===== config.mk =====
export PLATFORM = sky130hd
export DESIGN_NAME = wdpr_core
export DESIGN_NICKNAME = d
export VERILOG_FILES = /design/src/core/wdpr_pkg.sv /design/src/core/wdpr_prescale.sv /design/src/core/wdpr_core.sv
export VERILOG_INCLUDE_DIRS = /design/src /design/src/core
export SDC_FILE = /design/constraint.sdc
export NUM_CORES = 1
export LEC_CHECK = 0
export ABC_AREA = 1
export ABC_CLOCK_PERIOD_IN_PS = 2200
export BUFFER_PORTS_ARGS = -buffer_cell sky130_fd_sc_hd__buf_4
export CAP_MARGIN = 5
export CORE_AREA = 2 2 81 83
export CTS_CLUSTER_SIZE = 10
export DETAILED_ROUTE_END_ITERATION = 7
export DIE_AREA = 0 0 83 85
export PLACE_DENSITY = 0.86
export SLEW_MARGIN = 40
export SYNTH_ARGS = -nofsm -noshare
export SYNTH_HDL_FRONTEND = slang
export SYNTH_HIERARCHICAL = 1
export SYNTH_SLANG_ARGS = --single-unit

===== constraint.sdc =====
create_clock -name pclk -period 2.2 [get_ports pclk]
set_input_delay 0.11 -clock pclk [delete_from_list [all_inputs] [get_ports pclk]]
set_output_delay 0.11 -clock pclk [all_outputs]
set_load 0.1 [all_outputs]

===== src/core/wdpr_defs.svh =====
// Watchdog register offsets, control field positions, reset values and timing figures.
// Assumes inclusion by bare name from the watchdog package and design files.
`ifndef WDPR_DEFS_SVH
`define WDPR_DEFS_SVH

// Register byte offsets on the APB slave.
`define WDPR_CTRL_OFF 8'h00
`define WDPR_STAT_OFF 8'h04
`define WDPR_MASK_OFF 8'h08
`define WDPR_CNT_OFF 8'h0C

// Control register field positions.
`define WDPR_PS_LSB 0
`define WDPR_PS_MSB 2
`define WDPR_IDLE_BIT 4
`define WDPR_RST_EN_BIT 5
`define WDPR_RESTART_BIT 6
`define WDPR_RUN_BIT 7
`define WDPR_HALF_BIT 3

// Status and mask bit positions.
`define WDPR_EV_TIMEOUT 0
`define WDPR_EV_RESTART 1

// Reset values.
`define WDPR_CTRL_RST 8'h00
`define WDPR_MASK_RST 2'h0

// Timing: main counter width and machine-cycle lengths in clocks.
`define WDPR_CNT_BITS 14
`define WDPR_MC_12T 12
`define WDPR_MC_6T 6
`define WDPR_CLK_NS 50

`endif


===== src/core/wdpr_pkg.sv =====
// Types shared by the watchdog design files.
// Assumes the defines header is on the include path.
`include "wdpr_defs.svh"

package wdpr_pkg;
  // Selected machine-cycle base.
  typedef enum logic {
    WDPR_MC_FULL,
    WDPR_MC_HALF
  } wdpr_mc_t;
  // Prescaler select code.
  typedef logic [2:0] wdpr_ps_t;
endpackage


===== src/core/wdpr_prescale.sv =====
// Watchdog prescaler: divides the machine-cycle enable by the selected ratio.
// Assumes a single clock and an in-phase clear from the watchdog core.
`timescale 1ns/1ns
`default_nettype none

module wdpr_prescale (
  // Clock and reset.
  input wire logic pclk,
  input wire logic presetn,
  // Control.
  input wire logic clr,
  input wire logic tick_in,
  input wire wdpr_pkg::wdpr_ps_t sel,
  // Output enable pulse.
  output logic tick_out
);
  import wdpr_pkg::*;

  logic [7:0] pre_r;
  logic [7:0] last;

  // Map the select code to the terminal count, 001 and 010 swapped as tabulated.
  always_comb begin
    unique case (sel)
      3'h0: last = 8'h01;
      3'h1: last = 8'h07;
      3'h2: last = 8'h03;
      3'h3: last = 8'h0F;
      3'h4: last = 8'h1F;
      3'h5: last = 8'h3F;
      3'h6: last = 8'h7F;
      3'h7: last = 8'hFF;
    endcase
  end

  // Prescaler counter, cleared by restart or disable.
  always_ff @(posedge pclk or negedge presetn) begin
    if (!presetn) begin
      pre_r <= 8'h00;
    end else if (clr) begin
      pre_r <= 8'h00;
    end else if (tick_in) begin
      pre_r <= (pre_r >= last) ? 8'h00 : pre_r + 8'h01;
    end
  end

  assign tick_out = tick_in && (pre_r >= last);
endmodule
`default_nettype wire


===== src/core/wdpr_core.sv =====
// Prescaled watchdog timer with an APB register slave and a reset request output.
// Assumes inputs synchronous to pclk and an outside reset block acting on the request.
//
// Overview of operation
// - Divider chain from system clock; the selected divider output times out.
// - On time-out, request system reset when reset function is enabled.
// - After chip reset the watchdog stays disabled until software enables it.
// - Chip reset clears the watchdog counter to zero.
// - Watchdog runs only while the run-enable bit is one.
// - Writing restart clears counter, prescaler and restart bit next cycle.
// - Idle-run bit keeps watchdog running in idle; resets to zero.
// - Prescale codes: 2, 8, 4, 16, 32, 64, 128, 256.
// - Full mode period is 2^14 times prescale times 12 clocks.
// - Half mode period is half, using a 6-clock machine cycle.
//
// Chosen here: the APB slave port and the register addresses.
`include "wdpr_defs.svh"
`timescale 1ns/1ns
`default_nettype none

module wdpr_core #(
  parameter int CNT_BITS = `WDPR_CNT_BITS
) (
  // APB slave.
  input wire logic pclk,
  input wire logic presetn,
  input wire logic psel,
  input wire logic penable,
  input wire logic pwrite,
  input wire logic [7:0] paddr,
  input wire logic [31:0] pwdata,
  output logic [31:0] prdata,
  output logic pready,
  output logic pslverr,
  // Processor state.
  input wire logic cpu_idle,
  // Reset request and interrupt.
  output logic wdt_reset_req,
  output logic wdt_irq
);
  import wdpr_pkg::*;

  logic [7:0] ctrl_r;
  logic [1:0] stat_r;
  logic [1:0] mask_r;
  logic [CNT_BITS-1:0] cnt_r;
  logic [3:0] mc_r;
  logic req_r;
  logic [31:0] prdata_r;
  logic wr_en;
  logic addr_ok;
  logic running;
  logic clr_all;
  logic mc_tick;
  logic pre_tick;
  logic timeout;
  logic restart_ev;
  wdpr_mc_t mc_mode;
  logic [3:0] mc_last;

  // Bus decode: every access completes in its first access cycle.
  assign wr_en = psel && penable && pwrite;
  assign addr_ok = (paddr == `WDPR_CTRL_OFF) || (paddr == `WDPR_STAT_OFF) ||
                   (paddr == `WDPR_MASK_OFF) || (paddr == `WDPR_CNT_OFF);
  assign pready = 1'b1;
  assign pslverr = psel && penable && !addr_ok;

  // Run gating: enable bit, and idle only when idle-run is set.
  assign running = ctrl_r[`WDPR_RUN_BIT] &&
                   (!cpu_idle || ctrl_r[`WDPR_IDLE_BIT]);
  assign clr_all = !ctrl_r[`WDPR_RUN_BIT] || ctrl_r[`WDPR_RESTART_BIT];
  assign mc_mode = ctrl_r[`WDPR_HALF_BIT] ? WDPR_MC_HALF : WDPR_MC_FULL;
  assign mc_last = (mc_mode == WDPR_MC_HALF) ? 4'(`WDPR_MC_6T - 1)
                                             : 4'(`WDPR_MC_12T - 1);
  assign mc_tick = running && !clr_all && (mc_r == mc_last);
  assign restart_ev = wr_en && (paddr == `WDPR_CTRL_OFF) && pwdata[`WDPR_RESTART_BIT];

  // Control register; restart bit self-clears one cycle after being set.
  always_ff @(posedge pclk or negedge presetn) begin
    if (!presetn) begin
      ctrl_r <= `WDPR_CTRL_RST;
    end else if (wr_en && paddr == `WDPR_CTRL_OFF) begin
      ctrl_r <= pwdata[7:0];
    end else if (ctrl_r[`WDPR_RESTART_BIT]) begin
      ctrl_r[`WDPR_RESTART_BIT] <= 1'b0;
    end
  end

  // Machine-cycle divider from the system clock.
  always_ff @(posedge pclk or negedge presetn) begin
    if (!presetn) begin
      mc_r <= 4'h0;
    end else if (clr_all || !running) begin
      mc_r <= clr_all ? 4'h0 : mc_r;
    end else begin
      mc_r <= (mc_r == mc_last) ? 4'h0 : mc_r + 4'h1;
    end
  end

  // Prescaler stage selected by the control field.
  wdpr_prescale u_pre (
    .pclk(pclk),
    .presetn(presetn),
    .clr(clr_all),
    .tick_in(mc_tick),
    .sel(ctrl_r[`WDPR_PS_MSB:`WDPR_PS_LSB]),
    .tick_out(pre_tick)
  );

  // Main counter; wraps to zero on time-out.
  always_ff @(posedge pclk or negedge presetn) begin
    if (!presetn) begin
      cnt_r <= '0;
    end else if (clr_all) begin
      cnt_r <= '0;
    end else if (pre_tick) begin
      cnt_r <= cnt_r + 1'b1;
    end
  end

  assign timeout = pre_tick && (&cnt_r);

  // Reset request pulse, held one cycle after a time-out when enabled.
  always_ff @(posedge pclk or negedge presetn) begin
    if (!presetn) begin
      req_r <= 1'b0;
    end else begin
      req_r <= timeout && ctrl_r[`WDPR_RST_EN_BIT];
    end
  end
  assign wdt_reset_req = req_r;

  // Sticky status; a new event wins over a write-one clear.
  always_ff @(posedge pclk or negedge presetn) begin
    if (!presetn) begin
      stat_r <= 2'h0;
    end else begin
      if (wr_en && paddr == `WDPR_STAT_OFF) begin
        stat_r <= stat_r & ~pwdata[1:0];
      end
      if (timeout) begin
        stat_r[`WDPR_EV_TIMEOUT] <= 1'b1;
      end
      if (restart_ev) begin
        stat_r[`WDPR_EV_RESTART] <= 1'b1;
      end
    end
  end

  // Interrupt mask.
  always_ff @(posedge pclk or negedge presetn) begin
    if (!presetn) begin
      mask_r <= `WDPR_MASK_RST;
    end else if (wr_en && paddr == `WDPR_MASK_OFF) begin
      mask_r <= pwdata[1:0];
    end
  end
  assign wdt_irq = |(stat_r & mask_r);

  // Read data register.
  always_ff @(posedge pclk or negedge presetn) begin
    if (!presetn) begin
      prdata_r <= 32'h0;
    end else if (psel && !penable && !pwrite) begin
      unique case (paddr)
        `WDPR_CTRL_OFF: prdata_r <= {24'h0, ctrl_r};
        `WDPR_STAT_OFF: prdata_r <= {30'h0, stat_r};
        `WDPR_MASK_OFF: prdata_r <= {30'h0, mask_r};
        `WDPR_CNT_OFF: prdata_r <= 32'(cnt_r);
        default: prdata_r <= 32'h0;
      endcase
    end
  end
  assign prdata = prdata_r;
endmodule
`default_nettype wire


Word-level counts from Yosys, hierarchy flattened
Memories as Yosys holds them, arrays and structs flattened.
Cells that the tools add are included.

operators by class
  reductions and logical operators = 35
  bitwise logic cells = 3
  $lt $le $gt $ge = 1
  eq/ne operators = 5
  $add $sub $neg = 3
  muxes and demuxes = 15

operator list
  kind                   number
  $pmux 14 s4            1
  $mux 14                2
  $mux 8                 3
  $eq 8x4->1 const B     2
  $mux 4                 4
  $logic_and 1x1->1      15
  $add 14x1->14 const B  1
  $reduce_and 14->1      1
  $add 8x1->8 const B    1
  $eq 8x3->1 const B     1
  $ge 8x8->1             1
  $logic_not 8->1        1
  $reduce_bool 2->1      4
  $logic_not 1->1        7
  $logic_or 1x1->1       6
  $add 4x1->4 const B    1
  $and 2x2->2            2
  $eq 4x4->1             1
  $mux 1                 4
  $mux 2                 1
  $ne 2x2->1 const B     1
  $not 2->2              1
  $reduce_or 2->1        1

word-level totals
  memories kept = 1
  memory bits (read-only) = 56
  word-level logic and storage cells = 73
  register bits after elaboration = 71
  input port bits = 46
  output and inout bits = 36

memory list
  memory            depth  bits a word  read ports  clocked after memory_dff  wr ports  RTL line             RTL
  (name not given)  8      7            1           0                         0         wdpr_prescale.sv:24  unique case (sel)

Depth between registers and ports, before layout
Gate-level depths: netlist of run 1.

  depth after elaboration = 8
  mapped depth = 18
  mapped depth without buffers = 17

By module
Netlist of run 1, hierarchy kept.

modules (own cells, without submodules)
  module         sequential area each (um^2)  area each (um^2)  times used  cells an instance
  wdpr_core      1126.1                       2544.9            1           323
  wdpr_prescale  200.2                        664.4             1           89

Worst setup path before layout of run 1
OpenSTA, ideal clock, no wires.

  path kind = input to output
  start point = input port paddr[7]
  end point = output port pslverr
  path slack = 0.188 ns
  arrival = 1.902 ns
  stages on the path = 7
  path buffers = 1
  cell sequence = nor2_2 > nand2_2 > nor2_4 > buf_6 > nor3_2 > nand2_1 > nor2_1

on the way
  longest elaborated chain between the ends = 6
  elaborated cells between the ends (all ways) = 9
  classes of those cells = 3 x eq/ne; 6 x reduce/logical

ends and longest elaborated chain
  element                                               RTL line         RTL
  start, declared                                       wdpr_core.sv:30  input wire logic [7:0] paddr,
  $eq 8x3->1 / $logic_not 8->1 (equally long branches)  --
  $logic_or 1x1->1 (2 in a row)                         wdpr_core.sv:63  assign addr_ok = (paddr == `WDPR_CTRL_OFF) || (paddr == `WDPR_STAT_OFF) ||
  $logic_or 1x1->1 *                                    wdpr_core.sv:63
  $logic_not 1->1 *                                     wdpr_core.sv:66  assign pslverr = psel && penable && !addr_ok;
  $logic_and 1x1->1 *                                   wdpr_core.sv:66
  end, declared                                         wdpr_core.sv:34  output logic pslverr,

Mark *: on every way between the ends. The rest lies on a longest branch, timed or not.

Final worst setup path of run 1
  start point = register ctrl_r[1]
  end point = register req_r (netlist: wdt_reset_req)

on the way
  longest elaborated chain between the ends = 5

ends and longest elaborated chain
  element                 RTL line             RTL
  start, declared         wdpr_core.sv:43      logic [7:0] ctrl_r;
  start signal, assigned  wdpr_core.sv:81      ctrl_r <= `WDPR_CTRL_RST;
  start signal, assigned  wdpr_core.sv:83      ctrl_r <= pwdata[7:0];
  $mem_v2 8x7             --
  $ge 8x8->1              wdpr_prescale.sv:47  assign tick_out = tick_in && (pre_r >= last);
  $logic_and 1x1->1       wdpr_prescale.sv:47
  via pre_tick            wdpr_core.sv:55      logic pre_tick;
  $logic_and 1x1->1       wdpr_core.sv:121     assign timeout = pre_tick && (&cnt_r);
  $logic_and 1x1->1       wdpr_core.sv:128     req_r <= timeout && ctrl_r[`WDPR_RST_EN_BIT];
  end signal, assigned    wdpr_core.sv:128
  end, declared           wdpr_core.sv:48      logic req_r;

The timed path passes the listed nets, and every way through them passes these cells.
A chain may end at the register's enable or synchronous reset.

==> flow_results.org, run 1 <==
** Run status
- Status :: finished, final reports clean

** Setup path
- Timing endpoint of the critical path :: wdt_reset_req
- By startpoint and endpoint, the worst setup path is classified as flop to flop.
- For the worst setup path, the data required time is 2.48 ns.
- Worst R2R Path Depth :: 14
- Critical register-to-register path startpoint :: ctrl_r[1]
- STA puts the critical path data arrival time at 2.43 ns.
- Setup slack, reg-to-reg :: 0.05 ns
- Largest fanout on the critical path :: 7
- In this run the critical register-to-register path is captured at wdt_reset_req.
- The worst setup path is captured at a flop.
- Element type at the critical path start :: flop
- Tracing the worst setup path back leads to its startpoint at ctrl_r[1].

** CTS
- Clock Root Buffer :: sky130_fd_sc_hd__clkbuf_8
- Inserted Clock Buffers :: 5
- TritonCTS built the clock tree.
- Number of H-tree levels :: 2
- Clock Sinks :: 53
- Maximum buffer depth of the clock tree :: 2
- After clock tree synthesis, the clock-pin slew on the worst setup and hold paths is 0.11 ns.
- For the worst-skew pair, the clock arrives at the later sink with an insertion delay of 0.34 ns.

** Place
- RePlAce Congestion :: 0.8894
- Post-Place Cell Area :: 3492 sq um
- Placed cell count :: 524
- OpenSTA, run right after detailed placement, puts the worst setup slack at -0.001912 ns.
- Once detailed placement completed, the half-perimeter wirelength came to 5055 um.
- IO buf count :: 38

** Finish
- Measured on the finished design, the core utilization comes to 59.69%.
- The filler cells instantiated in the layout total 513.
- Number of inserted diodes :: 0
- In the layout the commonest cells are 106 x sky130_fd_sc_hd__nand2_1, 50 x sky130_fd_sc_hd__dfrtp_1, 45 x sky130_fd_sc_hd__buf_4, 44 x sky130_fd_sc_hd__inv_1, 41 x sky130_fd_sc_hd__nor2_1.
- Synth-to-layout area growth :: 15.40%
- Post-layout net count :: 515
- The post-route netlist has 26.52% of its cells at a drive strength greater than 1.
- With fillers left out, the area of the finished cells amounts to 3704 sq um.
- Excluding fillers, the count of instances in the completed layout stands at 537.
- The library cell used most frequently in the layout, excluding fill and tap cells, is sky130_fd_sc_hd__nand2_1.

** Power
- After layout, the design draws a total of 2.339 mW.
- Sw Pwr :: 0.8699 mW
- Registers are responsible for 49.2% of the overall power.
- The worst-case IR drop observed on VDD is 0.0003125 V.
- Net Sw Frac :: 37.20%
- Internal power consumption :: 1.469 mW
- Combinational logic is responsible for 25.8% of the overall power.
- Part of the total power dissipated in the clock network :: 25.0%
- For this design the ratio of total power to cell area is 631.5 nW/um^2.
- Leakage power total :: 1.910 nW

** Floorplanning
- The die covers 7055 sq um.
- Starting Density :: 51.72%
- Die outline width :: 83 um
- Measured along the y axis, the die boundary spans 85 um.
- Area inside the core boundary :: 6205 sq um
- The initialized floorplan defines 29 standard-cell rows.
- Pin placement for this block handled 82 I/O pins.

** Run
- Max Cap Viol :: 0

** Timing
- Worst setup margin :: 0.04512 ns
- The number of max-slew violations in the final report came to 0.
- Of the available clock period, the critical path in the final layout requires 97.95%.
- Setup repair after global routing could not meet its margin everywhere.
- Worst hold margin :: 0.005941 ns
- Final critical path time including I/O delays and setup :: 2.155 ns
- At the pin with the least slew margin, the transition time is 0.6570 ns.
- Setup TNS Final :: 0 ns
- Number of setup violations in the final report :: 0
- Clock skew :: 0.01999 ns
- Worst slew margin :: 56.20%
- Maximum frequency from static timing analysis :: 464.1 MHz
- Final Hold Viols :: 0

** Logic synthesis
- In the post-synthesis netlist, the biggest area contributors are sky130_fd_sc_hd__dfrtp_1 41%, sky130_fd_sc_hd__nand2_1 13%, sky130_fd_sc_hd__inv_1 5.5%.
- Number of synthesized register bits :: 53
- Yosys Warn Count :: 6
- Count of unique library cells instantiated by Yosys :: 32
- Summing every instance area after synthesis gives 3209 sq um.
- Average cell area after synthesis :: 7.790 sq um
- Most frequently used flop master after synthesis :: sky130_fd_sc_hd__dfrtp_1
- Largest area contributor in the netlist :: sky130_fd_sc_hd__dfrtp_1
- In this run, synthesis inferred 0 flip-flops with an integrated enable.
- In the synthesized netlist, the number of instances is 412.
- Of the synthesized area, sequential elements account for 41.33%.
- Ys async rst share :: 100.0%
- Fraction of synthesized cell area taken by the top area cell type :: 41.33%

** GRT
- First-pass GRT wire length :: 11,750 um
- The total overflow left after global routing is 0.
- Total routing resource utilization after global routing :: 20.66%
- Number of antenna violations at the first check in global routing :: 0
- Via count of the first global-routing pass :: 2,644
- Maximum number of pins on one net before global-route repair :: 54

** Drt
- Vias per cell :: 5.197
- Antenna violation net count after detailed routing :: 0
- Average wire length per cell after detail routing :: 13.43 um
- The detailed router finished its first iteration with 220 violations.
- Drt total wl :: 7213 um
- For this run, design rule violations remaining after detail routing come to 0.
- Overall via count from detail_route :: 2,791
- First-pass iteration count of the detailed router :: 5

** Min path
- Worst Hold Depth :: 3
- Tightest Hold Check Type :: input port to flop
## layout make-up
cell class | instances | area [sq um] | share of cell area, %
clock inverters | 3 | 25.02 | 0.6757
multi-input cells | 299 | 1615 | 43.61
clock buffers | 5 | 68.82 | 1.858
inverters | 52 | 197.7 | 5.338
repair buffers | 48 | 370.4 | 10.00
well taps | 77 | 96.34 | 2.601
flip-flops and latches | 53 | 1330 | 35.91
## synth_stat cells, drive strengths merged, types with 4 or more instances
cell type,instances
a21oi,15
buf,25
dfrtp,53
ha,10
inv,51
nand2,118
nand3,25
nand4,6
nor2,60
nor3,5
o21ai,26
o31ai,4
xor2,4
## kinds of logic after synthesis
family | after synthesis | share of synthesized area (%)
buf+inv | 77 | 12.32
fa+ha+maj | 10 | 3.899
simple gates | 214 | 30.41
compound gates | 51 | 10.45
other cells | 2 | 0.2340
xor+xnor | 5 | 1.364
flops | 53 | 41.33
## power by group through the flow
stage / Clock (mW) / Combinational [mW] / Sequential (mW)
2_1_floorplan: 0 / 0.480 / 1.15
3_3_place_gp: 0 / 0.552 / 1.16
3_5_place_dp: 0 / 0.577 / 1.17
4_1_cts: 0.586 / 0.582 / 1.15
5_1_grt: 0.625 / 0.688 / 1.16
6_report: 0.584 / 0.603 / 1.15
## how the worst min path moves through the flow
stage / start / end / slack (ns)
2_1_floorplan: presetn / cnt_r[0] / -0.19
3_3_place_gp: presetn / u_pre/pre_r[1] / 0.18
3_5_place_dp: presetn / mc_r[3] / 0.19
4_1_cts: pwdata[5] / ctrl_r[5] / 0.01
5_1_grt: pwdata[2] / ctrl_r[2] / 0.03
6_report: pwdata[5] / ctrl_r[5] / 0.006
## layer usage
metal  vias to the layer above  wire length (um)  track usage, %
met1                      1318              3022           25.79
met5                         -                 0               0
met3                        14               391           4.086
li1                       1356                 -               -
met2                       103              3603           34.46
met4                         0               195           10.28
## sequential cells by signal (all words and copies together), names as in the netlist
register and flops:
prdata 14, mc_r 4, cnt_r 14, u_pre/pre_r 8, wdt_reset_req 1, stat_r 2
ctrl_r 8, mask_r 2
## critical path, stage by stage, from the launching register on
cell,delay (ns)
sky130_fd_sc_hd__dfrtp_2,0.48
sky130_fd_sc_hd__nand2_1,0.11
sky130_fd_sc_hd__ha_1,0.31
sky130_fd_sc_hd__nand2_1,0.07
sky130_fd_sc_hd__a21oi_1,0.15
sky130_fd_sc_hd__nor2_2,0.06
sky130_fd_sc_hd__nand2_1,0.08
sky130_fd_sc_hd__nand2_2,0.08
sky130_fd_sc_hd__inv_4,0.09
sky130_fd_sc_hd__nand2_2,0.06
sky130_fd_sc_hd__inv_2,0.06
sky130_fd_sc_hd__nand4_1,0.11
sky130_fd_sc_hd__nor2_2,0.20
sky130_fd_sc_hd__nand3_2,0.13
sky130_fd_sc_hd__nor2_2,0.13
## timing repair
| action | CTS | global route |
|---|---|---|
| pin swaps | 0 | 8 |
| hold buffers | 1 | 0 |
| endpoints found under the hold margin | 53 | 0 |
| resized for setup | 2 | 25 |
| setup buffers | 0 | 4 |
| endpoints found under the setup margin | 5 | 12 |
Power figures use the tool's default switching activity.
==> run 2, diff against run 1 <==
Settings changed: CORE_AREA 2 2 81 83 to 2 2 97 99, DIE_AREA 0 0 83 85 to 0 0 99 101, PLACE_DENSITY 0.86 to 0.65.
==> run 2 against run 1 <==
Sequential cell count stayed put. Setup slack better by 0.068 ns. Clock power is 16% higher. Die area is 42% higher. Sequential power hardly changed. First-iteration DRC count is 54% lower. Combinational power is 3.5% lower. Design area is 0.84% higher. Critical path type unchanged. Critical endpoint is now cnt_r[9]. Largest cell class unchanged. Largest power group unchanged.
==> flow_results.org, run 2 (synthesis gave the netlist of run 1 again) <==
** Run status
- The run finished with clean final reports.

** CTS
- Inserted Clock Buffers :: 5 (unchanged)
- Clock Sinks :: 53 (unchanged)
- TritonCTS built the clock tree.
- Clock Root Buffer :: sky130_fd_sc_hd__clkbuf_8
- The insertion delay of the later-clocked pin in the worst-skew pair was 0.31 ns (-0.03 ns).
- Maximum buffer depth of the clock tree :: 2 (unchanged)
- The count of H-tree levels built during CTS is 2 (unchanged).
- Clock transition at the registers of the reported paths :: 0.10 ns (about the same)

** Timing
- The post-route clock period utilization was 94.85% (-3.1 points).
- The slew at the pin closest to its max-slew limit is 0.6853 ns (+0.02831 ns).
- Number of pins exceeding their max-slew limit in the final report :: 0 (unchanged)
- Final critical path time including I/O delays and setup :: 2.087 ns (-0.06808 ns)
- Setup TNS Final :: 0 ns (unchanged)
- The post-layout worst setup margin was 0.1132 ns (+0.06808 ns).
- Worst slew margin :: 54.31% (-1.9 points)
- Maximum frequency from static timing analysis :: 479.2 MHz (+3.3%)
- The final-layout worst hold slack was 0.03795 ns (+0.03201 ns).
- The count of final setup violators is 0 (unchanged).
- Clock skew :: 0.01704 ns (-0.002948 ns)
- Setup repair after global routing could not meet its margin everywhere.
- The number of hold-slack violations in the final timing report is 0 (unchanged).

** Run
- Max Cap Viol :: 0 (unchanged)

** Drt
- The DRC violation count after routing was 0 (unchanged).
- First-pass iteration count of the detailed router :: 4 (-1)
- The violation count after the first detailed-routing iteration came to 102 (-54%).
- The routed length per instance came to 11.87 um (-12%).
- Antenna violation net count after detailed routing :: 0 (unchanged)
- The average via count per standard cell was 4.631 (-11%).
- Overall via count from detail_route :: 2,635 (-5.6%)
- Drt total wl :: 6752 um (-6.4%)

** Floorplanning
- The vertical die dimension is 101 um (+19%).
- Starting Density :: 35.75% (-16 points)
- The floorplan die width came to 99 um (+19%).
- The die area is 9999 sq um (+42%).
- The count of pins on the block boundary was 82 (unchanged).
- The placeable core region came to 8977 sq um (+45%).
- The floorplan row count is 35 (+21%).

** Place
- IO buf count :: 38 (unchanged)
- Detailed-placement wirelength estimate :: 5090 um (+0.67%)
- RePlAce Congestion :: 0.8371 (-5.9%)
- The worst setup slack before clock tree synthesis came to -0.02549 ns (-0.02358 ns).
- Post-Place Cell Area :: 3535 sq um (+1.2%)

** Setup path
- Cell depth of the worst setup path :: 14 (unchanged)
- The worst setup path is launched from a flop.
- The worst setup path is captured at a flop.
- Largest fanout on the critical path :: 8 (+1)
- In this design, the critical path's most frequently occurring cell is sky130_fd_sc_hd__nand2_1.
- The number of cell instances on the worst register-to-register path is 14 (unchanged).
- Largest delay share family, worst path :: simple AND/OR/NAND/NOR gates
- Critical path buffers and inverters :: 2 (unchanged)
- The slowest stage of the critical path belongs to the cell sky130_fd_sc_hd__dfrtp_2.
- Traced cell by cell, the critical path runs through nand3_2 -> ha_4 -> nand2_2 -> nor2_1 -> nand2_1 -> nand2_1 -> nand2_1 -> inv_2 -> inv_1 -> nor2_1 -> nand2_1 -> nand2_1 -> o21ai_0 -> o21a_1.
- The critical path is of the flop to flop type.
- Endpoint required time on the critical path :: 2.40 ns (-0.08 ns)
- The arrival time at the worst endpoint came to 2.29 ns (-0.14 ns).
- Delay contributed by the slowest stage of the critical path :: 0.48 ns (about the same)

** Finish
- Relative to the synthesized area, the layout overhead comes to 16.37%.
- Layout fillers :: 925 (+80%)
- The net count reported at finish came to 513 (-0.39%).
- The share of cells above drive strength 1 is 25.11% (-1.4 points).
- Final Cell Area :: 3735 sq um (+0.84%)
- Leaving out fill and tap cells, the most frequent cell in the layout is sky130_fd_sc_hd__nand2_1.
- Number of inserted diodes :: 0 (unchanged)
- In the layout the commonest cells are 107 x sky130_fd_sc_hd__nand2_1, 50 x sky130_fd_sc_hd__dfrtp_1, 46 x sky130_fd_sc_hd__inv_1, 44 x sky130_fd_sc_hd__buf_4, 43 x sky130_fd_sc_hd__nor2_1.

** Min path
- The min-delay analysis places its worst path in the category input port to flop.
- The hold-critical path depth is 3 (unchanged).

** GRT
- The first-pass GRT wire length is 11,360 um (-3.3%).
- Via count of the first global-routing pass :: 2,496 (-5.6%)
- Total routing resource utilization after global routing :: 14.00% (-6.7 points)
- Number of antenna violations at the first check in global routing :: 0 (unchanged)
- The largest net degree at the start of global routing was 54 (unchanged).
- The total congestion overflow after global routing came to 0 (unchanged).

** Power
- The peak supply drop is 0.0002482 V (-21%).
- The leakage power is 1.912 nW (about the same).
- The power per unit of standard cell area is 645.9 nW/um^2 (+2.3%).
==> run 2: cell count changes in the layout (fill, tap and decap cells not counted), sizes merged <==
cell	delta
clkinvlp	-1
buf	-2
bufinv	+1
==> run 2: final timing paths <==
kind / from / to / slack, ns
worst max-delay path: ctrl_r[2] / cnt_r[9] / 0.11
worst min-delay path: pwdata[2] / ctrl_r[2] / 0.04
worst max register to register: ctrl_r[2] / cnt_r[9] / 0.11
worst min register to register: prdata[4] / prdata[4] / 0.50
max in group asynchronous: presetn / ctrl_r[1] / 1.35
min in group asynchronous: presetn / u_pre/pre_r[3] / 0.36
==> run 2: through the flow <==
stage                     power (mW)  util (%)  cells
after detailed placement       1.746     39.37    558
final                          2.412     41.60    569
after global routing           2.563     41.60    569
after floorplan                1.626         -    429
after global placement         1.723     39.37    558
after CTS                      2.432     40.79    567
==> run 2: worst reg2reg max path: cells and delay by family (launching register included) <==
kind | cells | cell delay, ns
compound gates | 2 | 0.21
buf+inv | 2 | 0.21
simple gates | 9 | 0.80
fa+ha+maj | 1 | 0.29
flops | 1 | 0.48
==> run 2: final cells by class <==
| cell class | count | area [sq um] | share of cell area, % |
|---|---|---|---|
| well taps | 111 | 138.9 | 3.719 |
| flip-flops and latches | 53 | 1330 | 35.61 |
| inverters | 52 | 195.2 | 5.226 |
| repair buffers | 46 | 351.6 | 9.414 |
| clock inverters | 3 | 43.79 | 1.173 |
| clock buffers | 5 | 68.82 | 1.843 |
| multi-input cells | 299 | 1607 | 43.02 |
==> run 2: what timing repair did <==
action | 4_1_cts | 5_1_grt
hold buffers | 1 | 0
setup endpoints to repair | 2 | 12
buffers inserted | 0 | 2
pin swaps | 0 | 10
endpoints found under the hold margin | 53 | 0
gates resized for setup | 3 | 15
==> run 2: report_power, final <==
part	switching [mW]	leakage [nW]	internal (mW)
Combinational	0.402	1.15	0.180
Clock	0.336	0.0585	0.342
Sequential	0.0982	0.708	1.05
Total	0.836	1.91	1.58
==> run 2: metal layers <==
| metal | vias up | share of wire (%) | track usage (%) |
|---|---|---|---|
| li1 | 1348 | - | - |
| met1 | 1224 | 47 | 18.57 |
| met2 | 58 | 46 | 23.60 |
| met3 | 5 | 5.1 | 2.288 |
| met4 | 0 | 1.1 | 4.110 |
| met5 | - | 0 | 0 |
